==> src/core/can_rx_pkg.sv <==
// Constants shared by the receive acceptance and buffer flag block
package can_rx_pkg;

   // ==================================================================
   // Sizes
   localparam int NUM_FILT = 8;
   localparam int FILT_BASE = 8;
   localparam int NUM_MASK = 3;
   localparam int NUM_BUF = 32;

   // ==================================================================
   // Word indices, byte address = index * 4
   localparam logic [5:0] W_FMSEL    = 6'h00;
   localparam logic [5:0] W_MSTD0    = 6'h01;
   localparam logic [5:0] W_MEXT0    = 6'h04;
   localparam logic [5:0] W_FEN      = 6'h07;
   localparam logic [5:0] W_FULL_LO  = 6'h08;
   localparam logic [5:0] W_FULL_HI  = 6'h09;
   localparam logic [5:0] W_OVF_LO   = 6'h0a;
   localparam logic [5:0] W_OVF_HI   = 6'h0b;
   localparam logic [5:0] W_IRQ_STAT = 6'h0c;
   localparam logic [5:0] W_IRQ_CLR  = 6'h0d;
   localparam logic [5:0] W_IRQ_EN   = 6'h0e;
   localparam logic [5:0] W_HIT      = 6'h0f;
   localparam logic [5:0] W_FILT0    = 6'h10;

   // ==================================================================
   // Field layout of identifier and mask words
   localparam int SID_LSB = 5;
   localparam int TYPE_BIT = 3;
   localparam logic [15:0] STD_RSVD = 16'h0014;
   localparam logic [1:0] MSEL_M0 = 2'h0;
   localparam logic [1:0] MSEL_M1 = 2'h1;
   localparam logic [1:0] MSEL_M2 = 2'h2;
   localparam logic [1:0] MSEL_RSVD = 2'h3;
   localparam int IRQ_ACCEPT = 0;
   localparam int IRQ_OVF = 1;
   localparam int IRQ_W = 2;

   // ==================================================================
   // Reset values
   localparam logic [15:0] RST_FMSEL = 16'h0000;
   localparam logic [15:0] RST_ID = 16'h0000;
   localparam logic [7:0] RST_FEN = 8'h00;
   localparam logic [31:0] RST_FLAGS = 32'h0000_0000;
   localparam logic [1:0] RST_IRQ = 2'h0;

endpackage

==> src/core/acc_filter_match.sv <==
// One acceptance filter compared against one received identifier
`timescale 1ns/1ns
module acc_filter_match (
   // Filter and selected mask words
   input  wire logic [15:0] filt_std,
   input  wire logic [15:0] filt_ext,
   input  wire logic [15:0] mask_std,
   input  wire logic [15:0] mask_ext,
   input  wire logic        mask_valid,
   // Received identifier
   input  wire logic        msg_ide,
   input  wire logic [10:0] msg_sid,
   input  wire logic [17:0] msg_eid,
   // Result
   output logic             match
);
   import can_rx_pkg::*;

   logic sid_ok;
   logic eid_ok;
   logic id_ok;
   logic type_ok;

   // Only bits the mask includes must equal the filter bits
   assign sid_ok = ((filt_std[15:SID_LSB] ^ msg_sid) & mask_std[15:SID_LSB]) == '0;
   assign eid_ok = (({filt_std[1:0], filt_ext} ^ msg_eid)
                    & {mask_std[1:0], mask_ext}) == '0;
   // Standard frames carry no extended bits to compare
   assign id_ok = msg_ide ? (sid_ok & eid_ok) : sid_ok;
   // Format check only when the mask asks for it
   assign type_ok = !mask_std[TYPE_BIT] || (filt_std[TYPE_BIT] == msg_ide);
   assign match = mask_valid & type_ok & id_ok;
endmodule // acc_filter_match

==> src/core/can_rx_accept.sv <==
// Acceptance masks for filters 8-15 and receive buffer full/overflow flags
//
// Local design decisions: the register addresses and the Wishbone register port.
`timescale 1ns/1ns
module can_rx_accept (
   // Clock and reset
   input  wire logic        CLOCK,
   input  wire logic        RESET,
   // Wishbone slave
   input  wire logic        CYC_I,
   input  wire logic        STB_I,
   input  wire logic        WE_I,
   input  wire logic [7:0]  ADR_I,
   input  wire logic [3:0]  SEL_I,
   input  wire logic [31:0] DAT_I,
   output logic [31:0]      DAT_O,
   output logic             ACK_O,
   // Received identifier from the protocol engine
   input  wire logic        MSG_VALID,
   input  wire logic        MSG_IDE,
   input  wire logic [10:0] MSG_SID,
   input  wire logic [17:0] MSG_EID,
   // Acceptance result
   output logic             HIT_VALID,
   output logic [3:0]       HIT_FILTER,
   // Buffer store event from the buffer writer
   input  wire logic        STORE_VALID,
   input  wire logic [4:0]  STORE_BUF,
   // Interrupt
   output logic             IRQ
);
   import can_rx_pkg::*;

   // ==================================================================
   // Declarations
   logic [15:0]           fmsel_q;
   logic [15:0]           mstd_q [NUM_MASK];
   logic [15:0]           mext_q [NUM_MASK];
   logic [15:0]           fstd_q [NUM_FILT];
   logic [15:0]           fext_q [NUM_FILT];
   logic [7:0]            fen_q;
   logic [NUM_FILT-1:0]   match;
   logic [NUM_BUF-1:0]    full_q;
   logic [NUM_BUF-1:0]    ovf_q;
   logic [NUM_BUF-1:0]    full_set;
   logic [NUM_BUF-1:0]    ovf_set;
   logic [NUM_BUF-1:0]    full_clr;
   logic [NUM_BUF-1:0]    ovf_clr;
   logic [IRQ_W-1:0]      irq_stat_q;
   logic [IRQ_W-1:0]      irq_stat_d;
   logic [IRQ_W-1:0]      irq_en_q;
   logic [IRQ_W-1:0]      irq_clr;
   logic [IRQ_W-1:0]      irq_set;
   logic                  hit_any;
   logic [2:0]            hit_idx;
   logic [4:0]            last_hit_q;
   logic [5:0]            wadr;
   logic [15:0]           lmask;
   logic                  req;
   logic                  wr_en;
   logic [31:0]           rd_d;

   // ==================================================================
   // Helper functions
   // Byte enables of the low two lanes widened to a bit mask
   function automatic logic [15:0] lane_mask(input logic [3:0] sel);
      lane_mask = {{8{sel[1]}}, {8{sel[0]}}};
   endfunction

   // Zero-written bits of one half of a flag pair become clear bits
   function automatic logic [31:0] clr_pair(input logic en, input logic [5:0] adr,
                                            input logic [5:0] lo_w, input logic [15:0] dat,
                                            input logic [15:0] lm);
      logic [15:0] c;
      c = ~dat & lm;
      clr_pair = '0;
      if (en && adr == lo_w) begin
         clr_pair = {16'h0000, c};
      end else if (en && adr == lo_w + 6'h01) begin
         clr_pair = {c, 16'h0000};
      end
   endfunction

   // Filter word decode, used by writes and reads; words above the last filter stay unmapped
   function automatic logic is_filt(input logic [5:0] adr);
      is_filt = adr >= W_FILT0 && adr < W_FILT0 + 6'(2*NUM_FILT);
   endfunction

   // ==================================================================
   // Bus handshake
   assign req = CYC_I & STB_I;
   assign wadr = ADR_I[7:2];
   assign lmask = lane_mask(SEL_I);
   // Write lands on the edge that the master samples ack
   assign wr_en = req & WE_I & ACK_O;

   // Ack one cycle after the request, dropped the cycle after
   always_ff @(posedge CLOCK or posedge RESET) begin
      if (RESET) begin
         ACK_O <= 1'b0;
      end else begin
         ACK_O <= req & ~ACK_O;
      end
   end

   // Read data captured with the ack so it comes from a flop
   always_ff @(posedge CLOCK or posedge RESET) begin
      if (RESET) begin
         DAT_O <= 32'h0000_0000;
      end else if (req && !ACK_O) begin
         DAT_O <= WE_I ? 32'h0000_0000 : rd_d;
      end
   end

   // ==================================================================
   // Mask select and filter enable registers
   always_ff @(posedge CLOCK or posedge RESET) begin
      if (RESET) begin
         fmsel_q <= RST_FMSEL;
         fen_q <= RST_FEN;
      end else if (wr_en) begin
         if (wadr == W_FMSEL) begin
            fmsel_q <= (fmsel_q & ~lmask) | (DAT_I[15:0] & lmask);
         end
         if (wadr == W_FEN && SEL_I[0]) begin
            fen_q <= DAT_I[7:0];
         end
      end
   end

   // ==================================================================
   // Acceptance masks and filter words
   genvar gm;
   generate
      for (gm = 0; gm < NUM_MASK; gm++) begin : g_mask
         // Unused bits are never stored so they cannot read back
         always_ff @(posedge CLOCK or posedge RESET) begin
            if (RESET) begin
               mstd_q[gm] <= RST_ID;
               mext_q[gm] <= RST_ID;
            end else if (wr_en) begin
               if (wadr == W_MSTD0 + 6'(gm)) begin
                  mstd_q[gm] <= (mstd_q[gm] & ~lmask) | (DAT_I[15:0] & lmask & ~STD_RSVD);
               end
               if (wadr == W_MEXT0 + 6'(gm)) begin
                  mext_q[gm] <= (mext_q[gm] & ~lmask) | (DAT_I[15:0] & lmask);
               end
            end
         end
      end

      for (gm = 0; gm < NUM_FILT; gm++) begin : g_filt
         logic [1:0] code;
         logic [1:0] idx;
         // Two bits per filter, filter 8 lowest
         assign code = fmsel_q[2*gm +: 2];
         // Reserved code matches nothing, index kept in range
         assign idx = (code == MSEL_RSVD) ? MSEL_M0 : code;

         always_ff @(posedge CLOCK or posedge RESET) begin
            if (RESET) begin
               fstd_q[gm] <= RST_ID;
               fext_q[gm] <= RST_ID;
            end else if (wr_en && is_filt(wadr)) begin
               if (wadr == W_FILT0 + 6'(2*gm)) begin
                  fstd_q[gm] <= (fstd_q[gm] & ~lmask) | (DAT_I[15:0] & lmask & ~STD_RSVD);
               end
               if (wadr == W_FILT0 + 6'(2*gm + 1)) begin
                  fext_q[gm] <= (fext_q[gm] & ~lmask) | (DAT_I[15:0] & lmask);
               end
            end
         end

         acc_filter_match u_match (
            .filt_std   (fstd_q[gm]),
            .filt_ext   (fext_q[gm]),
            .mask_std   (mstd_q[idx]),
            .mask_ext   (mext_q[idx]),
            .mask_valid (fen_q[gm] && code != MSEL_RSVD),
            .msg_ide    (MSG_IDE),
            .msg_sid    (MSG_SID),
            .msg_eid    (MSG_EID),
            .match      (match[gm])
         );
      end
   endgenerate

   // ==================================================================
   // Hit priority, lowest filter number wins
   always_comb begin
      hit_any = |match;
      hit_idx = 3'h0;
      for (int i = NUM_FILT - 1; i >= 0; i--) begin
         if (match[i]) begin
            hit_idx = 3'(i);
         end
      end
   end

   // Hit reported one cycle after the identifier
   always_ff @(posedge CLOCK or posedge RESET) begin
      if (RESET) begin
         HIT_VALID <= 1'b0;
         HIT_FILTER <= 4'h0;
         last_hit_q <= 5'h00;
      end else begin
         HIT_VALID <= MSG_VALID & hit_any;
         if (MSG_VALID && hit_any) begin
            HIT_FILTER <= 4'(FILT_BASE) + {1'b0, hit_idx};
            last_hit_q <= {1'b1, 4'(FILT_BASE) + {1'b0, hit_idx}};
         end
      end
   end

   // ==================================================================
   // Buffer full and overflow flags
   // Overflow looks at the full flag before this store lands
   assign full_set = STORE_VALID ? (32'h0000_0001 << STORE_BUF) : '0;
   assign ovf_set = full_set & full_q;
   // Only zeros written clear, ones are ignored
   assign full_clr = clr_pair(wr_en, wadr, W_FULL_LO, DAT_I[15:0], lmask);
   assign ovf_clr = clr_pair(wr_en, wadr, W_OVF_LO, DAT_I[15:0], lmask);

   rx_flag_bank #(.N(NUM_BUF)) u_full (
      .clk     (CLOCK),
      .rst     (RESET),
      .set_vec (full_set),
      .clr_vec (full_clr),
      .flags_q (full_q)
   );

   rx_flag_bank #(.N(NUM_BUF)) u_ovf (
      .clk     (CLOCK),
      .rst     (RESET),
      .set_vec (ovf_set),
      .clr_vec (ovf_clr),
      .flags_q (ovf_q)
   );

   // ==================================================================
   // Interrupt status, clear and enable
   assign irq_set = {|ovf_set, MSG_VALID & hit_any};
   assign irq_clr = (wr_en && wadr == W_IRQ_CLR && SEL_I[0]) ? DAT_I[IRQ_W-1:0] : '0;
   assign irq_stat_d = (irq_stat_q & ~irq_clr) | irq_set;

   // Status is sticky; an event in the clear cycle survives
   always_ff @(posedge CLOCK or posedge RESET) begin
      if (RESET) begin
         irq_stat_q <= RST_IRQ;
      end else begin
         irq_stat_q <= irq_stat_d;
      end
   end

   // Enable register
   always_ff @(posedge CLOCK or posedge RESET) begin
      if (RESET) begin
         irq_en_q <= RST_IRQ;
      end else if (wr_en && wadr == W_IRQ_EN && SEL_I[0]) begin
         irq_en_q <= DAT_I[IRQ_W-1:0];
      end
   end

   // Level output tracks the status that the next edge will hold
   always_ff @(posedge CLOCK or posedge RESET) begin
      if (RESET) begin
         IRQ <= 1'b0;
      end else begin
         IRQ <= |(irq_stat_d & irq_en_q);
      end
   end

   // ==================================================================
   // Read multiplexer, unmapped words read zero
   always_comb begin
      rd_d = 32'h0000_0000;
      if (is_filt(wadr)) begin
         rd_d[15:0] = wadr[0] ? fext_q[wadr[3:1]] : fstd_q[wadr[3:1]];
      end else begin
         unique case (wadr)
            W_FMSEL:           rd_d[15:0] = fmsel_q;
            W_MSTD0:           rd_d[15:0] = mstd_q[0];
            W_MSTD0 + 6'h01:   rd_d[15:0] = mstd_q[1];
            W_MSTD0 + 6'h02:   rd_d[15:0] = mstd_q[2];
            W_MEXT0:           rd_d[15:0] = mext_q[0];
            W_MEXT0 + 6'h01:   rd_d[15:0] = mext_q[1];
            W_MEXT0 + 6'h02:   rd_d[15:0] = mext_q[2];
            W_FEN:             rd_d[7:0] = fen_q;
            W_FULL_LO:         rd_d[15:0] = full_q[15:0];
            W_FULL_HI:         rd_d[15:0] = full_q[31:16];
            W_OVF_LO:          rd_d[15:0] = ovf_q[15:0];
            W_OVF_HI:          rd_d[15:0] = ovf_q[31:16];
            W_IRQ_STAT:        rd_d[IRQ_W-1:0] = irq_stat_q;
            W_IRQ_EN:          rd_d[IRQ_W-1:0] = irq_en_q;
            W_HIT:             rd_d[4:0] = last_hit_q;
            default:           rd_d = 32'h0000_0000;
         endcase
      end
   end

   // ==================================================================
   // Checks
   a_full_on_store: assert property (
      @(posedge CLOCK) disable iff (RESET)
      STORE_VALID |=> full_q[$past(STORE_BUF)])
      else $error("store did not set full flag");

   a_ovf_on_full: assert property (
      @(posedge CLOCK) disable iff (RESET)
      STORE_VALID && full_q[STORE_BUF] |=> ovf_q[$past(STORE_BUF)])
      else $error("store to full buffer did not set overflow");

   a_ovf_has_cause: assert property (
      @(posedge CLOCK) disable iff (RESET)
      (ovf_q & ~$past(ovf_q)) != '0 |-> $past(STORE_VALID) && $past(full_q) != '0)
      else $error("overflow rose without a store to a full buffer");

   a_full_clr_cause: assert property (
      @(posedge CLOCK) disable iff (RESET)
      (~full_q & $past(full_q)) != '0 |->
         $past(wr_en) && ($past(wadr) == W_FULL_LO || $past(wadr) == W_FULL_HI))
      else $error("full flag fell without a software write");

   a_ovf_clr_cause: assert property (
      @(posedge CLOCK) disable iff (RESET)
      (~ovf_q & $past(ovf_q)) != '0 |->
         $past(wr_en) && ($past(wadr) == W_OVF_LO || $past(wadr) == W_OVF_HI))
      else $error("overflow flag fell without a software write");

   a_ones_no_effect: assert property (
      @(posedge CLOCK) disable iff (RESET)
      wr_en && wadr == W_FULL_LO && DAT_I[15:0] == 16'hffff
         |=> full_q[15:0] == ($past(full_q[15:0]) | $past(full_set[15:0])))
      else $error("writing ones changed full flags");

   a_rsvd_read_zero: assert property (
      @(posedge CLOCK) disable iff (RESET)
      req && !WE_I && !ACK_O && wadr >= W_MSTD0 && wadr < W_MEXT0
         ##1 ACK_O |-> DAT_O[4] == 1'b0 && DAT_O[2] == 1'b0)
      else $error("unused mask bits read as one");

   a_rsvd_no_hit: assert property (
      @(posedge CLOCK) disable iff (RESET)
      MSG_VALID && fmsel_q[15:14] == MSEL_RSVD |=> !(HIT_VALID && HIT_FILTER == 4'hf))
      else $error("filter with reserved mask code hit");

   a_type_select: assert property (
      @(posedge CLOCK) disable iff (RESET)
      MSG_VALID && fmsel_q[1:0] == MSEL_M1 && mstd_q[1][TYPE_BIT]
         && fstd_q[0][TYPE_BIT] != MSG_IDE |=> !(HIT_VALID && HIT_FILTER == 4'h8))
      else $error("frame of wrong format accepted");

   a_hit_timing: assert property (
      @(posedge CLOCK) disable iff (RESET)
      MSG_VALID && match != '0 |=> HIT_VALID ##1 !HIT_VALID || $past(MSG_VALID))
      else $error("hit not reported one cycle after identifier");

   a_ack_pulse: assert property (
      @(posedge CLOCK) disable iff (RESET)
      req && !ACK_O |=> ACK_O ##1 !ACK_O)
      else $error("ack not a single cycle");
endmodule // can_rx_accept

==> src/core/rx_flag_bank.sv <==
// Bank of sticky flags that hardware sets and software clears
`timescale 1ns/1ns
module rx_flag_bank #(
   parameter int N = 32
) (
   // Clock and reset
   input  wire logic         clk,
   input  wire logic         rst,
   // Set and clear vectors
   input  wire logic [N-1:0] set_vec,
   input  wire logic [N-1:0] clr_vec,
   // Flags
   output logic [N-1:0]      flags_q
);
   import can_rx_pkg::*;

   logic [N-1:0] flags_d;

   // Set beats clear so an arrival during a clear is kept
   assign flags_d = (flags_q & ~clr_vec) | set_vec;

   // ==================================================================
   // Flag storage
   always_ff @(posedge clk or posedge rst) begin
      if (rst) begin
         flags_q <= '0;
      end else begin
         flags_q <= flags_d;
      end
   end

   a_set_wins: assert property (@(posedge clk) disable iff (rst)
      set_vec != '0 |=> (flags_q & $past(set_vec)) == $past(set_vec))
      else $error("flag set lost against clear");
endmodule // rx_flag_bank

==> config.mk <==
export PLATFORM = sky130hd
export DESIGN_NAME = can_rx_accept
export DESIGN_NICKNAME = d
export VERILOG_FILES = /design/src/core/can_rx_pkg.sv /design/src/core/acc_filter_match.sv /design/src/core/can_rx_accept.sv /design/src/core/rx_flag_bank.sv
export SDC_FILE = /design/constraint.sdc
export NUM_CORES = 2
export LEC_CHECK = 0
export ABC_AREA = 1
export BUFFER_PORTS_ARGS = -buffer_cell sky130_fd_sc_hd__buf_2
export CAP_MARGIN = 10
export CORE_MARGIN = 3
export CORE_UTILIZATION = 49
export CTS_CLUSTER_SIZE = 10
export DETAILED_ROUTE_END_ITERATION = 16
export GPL_TIMING_DRIVEN = 1
export HOLD_SLACK_MARGIN = 0.15
export PLACE_DENSITY = 0.76
export RECOVER_POWER = 50
export SETUP_SLACK_MARGIN = 0.1
export SLEW_MARGIN = 20
export SYNTH_ARGS = -nofsm -noshare
export SYNTH_HDL_FRONTEND = slang
export SYNTH_HIERARCHICAL = 1
export SYNTH_SLANG_ARGS = --single-unit
==> constraint.sdc <==
create_clock -name CLOCK -period 23.8 [get_ports CLOCK]
set_input_delay 1.19 -clock CLOCK [delete_from_list [all_inputs] [get_ports CLOCK]]
set_output_delay 1.19 -clock CLOCK [all_outputs]
set_load 0.01 [all_outputs]
After elaboration in Yosys (flattened, before gate mapping) --
Index checks and enable logic that the tools add are counted.
Cells by class: divide/modulo/power cells 0, multiplexer cells 91, shifts and indexed selects 1, $mul 0, equal/unequal tests 55, reductions and logical operators 82, bitwise gates (word level) 132, $add $sub $neg 1, magnitude comparators 11
Operators with widths (number):
- two-way mux 16 bit | 39
- binary-select mux 16 bit (select 2 bit) | 16
- bitwise AND 16 bit | 25
- bitwise OR 16 bit | 23
- two-way mux 32 bit | 5
- bitwise AND 18 bit | 8
- logical NOT 18 bit | 8
- XOR 18 bit | 8
- bitwise AND 32 bit | 3
- binary-select mux 16 bit (select 3 bit) | 2
- == test 6 x 5 -> 1 bit (second input constant) | 16
- bitwise AND 11 bit | 8
- logical NOT 11 bit | 8
- case mux 8 bit (11 select lines) | 1
- XOR 11 bit | 8
- NOT 32 bit | 2
- bitwise OR 32 bit | 2
- == test 6 x 4 -> 1 bit (second input constant) | 8
- AND reduction 2 bit | 24
- case mux 3 bit (13 select lines) | 1
- case mux 3 bit (12 select lines) | 1
- NOT 16 bit | 2
- OR reduction 32 bit | 1
- << shifter 1 x 5 -> 32 bit (first input constant) | 1
- 28 further kinds | 153
Word-level totals: bits in read-only memories 0, input port bits 86, bits in latches 0, register bits 488, bits in writable memories 0, word-level logic and storage cells 407, output and inout bits 39, memories 0

Logic depth before layout (Yosys ltp) --
depth after elaboration 20, gate-level depth with buffers 21, depth with buffers taken out 20

Cells and area by module --
The synthesis kept the hierarchy.
Modules (own cells, without submodules):
- can_rx_accept | cells each 3423, sequential area each 10084.7 µm², area an instance 24025.5 µm², instances 1
- acc_filter_match | cells each 128, sequential area each 0.0 µm², area an instance 555.5 µm², instances 8
- rx_flag_bank | cells each 161, sequential area each 800.8 µm², area an instance 1285.0 µm², instances 2

Worst setup path before layout --
OpenSTA, ideal clock, no wires.
kind input-to-reg, start point input ADR_I[4], end point register u_full.flags_q[10], required time 23.684 ns, setup slack 21.154 ns, path buffers 3, cell stages on the path 11, arrival time 2.530 ns, library setup time 0.116 ns, cell sequence buf_4 > nor2_4 > nand2_2 > nor2_4 > buf_2 > nand2_1 > buf_2 > nor2_1 > inv_1 > nand2_1 > nand2_1
On the way: longest elaborated chain between the ends 6
Ends and longest elaborated chain:
- from (decl) | line can_rx_accept.sv:13 | input wire logic [7:0] ADR_I,
- == test 6 x 4 -> 1 bit | line can_rx_accept.sv:77 | if (en && adr == lo_w) begin
- logical AND 1 bit | line can_rx_accept.sv:77
- two-way mux 32 bit | line can_rx_accept.sv:77
- net full_clr[10] | line can_rx_accept.sv:47 | logic [NUM_BUF-1:0] full_clr;
- NOT 32 bit | line rx_flag_bank.sv:20 | assign flags_d = (flags_q & ~clr_vec) | set_vec;
- bitwise AND 32 bit | line rx_flag_bank.sv:20
- bitwise OR 32 bit | line rx_flag_bank.sv:20
- net u_full.flags_d[10] | line rx_flag_bank.sv:17 | logic [N-1:0] flags_d;
- to (signal assigned) | line rx_flag_bank.sv:28 | flags_q <= flags_d;
- to (decl) | line rx_flag_bank.sv:13 | output logic [N-1:0] flags_q
The timed path passes the listed nets, and every way through them passes these cells. A chain may end at the register's enable or synchronous reset.

==> results.tsv <==
metric	value	unit
hold path endpoint	u_ovf/flags_q[10]	
type of the worst setup path	input port to asynchronous set/reset pin	
post-DR wirelength/cell	23.84	um
number of global-route vias before repair	30200	
clock tree from TritonCTS	yes	
critical path fanouts, max	154	
total die area	0.06592	mm2
sort of element at the end of the critical path	asynchronous set/reset pin	
I/O pins	125	
Rows	91	
ratio of cells with drive above 1 in the final layout	4.948	%
flop2flop setup slack	18.67	ns
Hold Violations, Final	0	
setup repair after global routing missed its margin	false	
worst slew margin relative to its limit	-481.7	%
post-place instance area	0.03168	mm2
number of warnings issued by yosys	6	
number of max-cap violations	8	
Hold Path Class	flip-flop to flip-flop	
number of filler instances in the final layout	6192	
peak clock frequency supported by timing	0.08462	GHz
buffers added on ports	88	
Std-Cell Core Area	0.06194	mm2
count of cells along the worst register-to-register path	19	
clk sink count	467	
met3 Usage GRT	13.10	%
maximum buffer depth of the clock tree	3	
vertical extent of the die	256.8	um
drc violations	0	
Clk pin slew, worst setup/hold paths	0.05	ns
CTS HTree Levels	2	
initial antenna violation count	5	
endpoints failing setup	0	
violations in the final reports	capacitance limit, slew limit	
GRT Total Usage	39.03	%
number of standard cells after synthesis	4729	
count of hold buffers inserted by post-cts repair	0	
M1 GR Usage	49.29	%
worst vdd rail ir drop	0.00005528	V
clock tree root buffer cell	sky130_fd_sc_hd__clkbuf_16	
area of the multi-input gates	0.01648	mm2
insertion delay to the later sink of the worst-skew pair	0.64	ns
final worst-path cycle share	49.66	%
Worst EP required	22.34	ns
met2 routing resource usage after global routing	55.00	%
Worst Setup SP	RESET	
pin count of the biggest net entering global routing	155	
R2R Path End	IRQ	
run status	finished with violations	
detailed router's first-iteration violation count	5560	
Post-DP HPWL	87500	um
layout overhead on the synthesized area	7.947	%
Hold Path Cell Cnt	2	
worst clock skew	0.02412	ns
GRT Residual Overflow	0	
number of buffers created by CTS	56	
worst min-delay path startpoint	u_ovf/flags_q[10]	
Syn Std Cell Area	0.03081	mm2
total power density per cell area	56.19	mW/mm2
post-route standard cell area excluding fillers	0.03326	mm2
most used routing layer in global routing	met2	
number of optimization iterations in the first detailed-route pass	10	
startpoint type of the worst setup path	input port	
setup repair bufs after CTS	0	
number of vias after detailed routing	33650	
Mapped Avg Cell Area	6.515	um2
wire length of the first global-routing pass	193200	um
Die Span X	256.8	um
total wire length	132400	um
CTS-repair resized insts	0	
starting density of the core	49.74	%
final slew viol count	486	
Post-DRT Antenna Nets	0	
NumNets Final	4766	
Placer Congestion	1.026	
Lkg Pwr	0.01404	uW
post-detailed-route via-to-cell ratio	6.059	
register area	0.01169	mm2
data arrival time of the worst path	10.36	ns
TNS Setup	0	ns
crit path time final	11.82	ns
slew at the pin closest to its max-slew limit	8.726	ns
[placed cells by master (no fill, tap or decap), types with 9 or more instances in the layout]
| cell | count |
|---|---|
| sky130_fd_sc_hd__a21oi_1 | 39 |
| sky130_fd_sc_hd__buf_2 | 61 |
| sky130_fd_sc_hd__buf_4 | 34 |
| sky130_fd_sc_hd__clkbuf_1 | 52 |
| sky130_fd_sc_hd__clkbuf_16 | 57 |
| sky130_fd_sc_hd__clkbuf_8 | 10 |
| sky130_fd_sc_hd__clkinv_1 | 30 |
| sky130_fd_sc_hd__conb_1 | 16 |
| sky130_fd_sc_hd__dfrtp_1 | 467 |
| sky130_fd_sc_hd__inv_1 | 397 |
| sky130_fd_sc_hd__inv_2 | 10 |
| sky130_fd_sc_hd__nand2_1 | 1606 |
| sky130_fd_sc_hd__nand3_1 | 259 |
| sky130_fd_sc_hd__nand4_1 | 49 |
| sky130_fd_sc_hd__nor2_1 | 564 |
| sky130_fd_sc_hd__nor2_2 | 9 |
| sky130_fd_sc_hd__nor2_4 | 9 |
| sky130_fd_sc_hd__nor3_1 | 25 |
| sky130_fd_sc_hd__o2111ai_1 | 9 |
| sky130_fd_sc_hd__o211ai_1 | 132 |
| sky130_fd_sc_hd__o21ai_0 | 512 |
| sky130_fd_sc_hd__o21ai_1 | 42 |
| sky130_fd_sc_hd__o221ai_1 | 117 |
| sky130_fd_sc_hd__o22ai_1 | 30 |
| sky130_fd_sc_hd__or2_1 | 96 |
| sky130_fd_sc_hd__or2_2 | 17 |
[how the worst max path moves through the flow]
stage,cells after the start,slack (ns),end
floorplan,1,11.40,ACK_O
global placement,19,19.11,IRQ
detailed placement,19,19.13,IRQ
CTS,19,19.10,IRQ
global route,3,10.04,asynchronous set/reset pin
finish,3,11.98,asynchronous set/reset pin
[where the power goes]
group | switching, uW | internal [uW]
combinational | 142 | 47.8
clock | 353 | 474
sequential | 25.9 | 827
total | 520 | 1350
[final cells by class]
class,count,share of cell area [%]
Clock inverter,4,0.1580
Multi-Input combinational cell,3585,49.55
Antenna cell,7,0.05267
Clock buffer,83,4.883
Timing Repair Buffer,132,2.126
Sequential cell,467,35.14
Tap cell,837,3.149
Inverter,438,4.947
[through the flow]
| step | utilization [%] | power, uW | hold WS [ns] | std cells | setup slack (ns) |
|---|---|---|---|---|---|
| 2_1_floorplan | - | 971.5 | 0.4413 | 4744 | 11.40 |
| 3_3_place_gp | 51.15 | 1045 | 0.4534 | 5459 | 19.11 |
| 3_5_place_dp | 51.15 | 1050 | 0.4576 | 5459 | 19.13 |
| 4_1_cts | 53.86 | 1863 | 0.4713 | 5546 | 19.10 |
| 5_1_grt | 53.67 | 1920 | 0.4841 | 5548 | 10.04 |
| 6_report | 53.69 | 1869 | 0.4689 | 5553 | 11.98 |
[worst max-delay path, stage by stage]
cell,delay [ns]
sky130_fd_sc_hd__clkbuf_1,0.12
sky130_fd_sc_hd__clkinvlp_2,2.56
sky130_fd_sc_hd__clkbuf_1,6.14
[per-layer routing]
layer / part of all wire (%) / vias up
met2: 40 / 2455
met1: 36 / 15310
met3: 15 / 626
met5: 0.0083 / -
met4: 9.2 / 2
li1: - / 15260
Note: power is estimated with default switching activity, not from simulation.
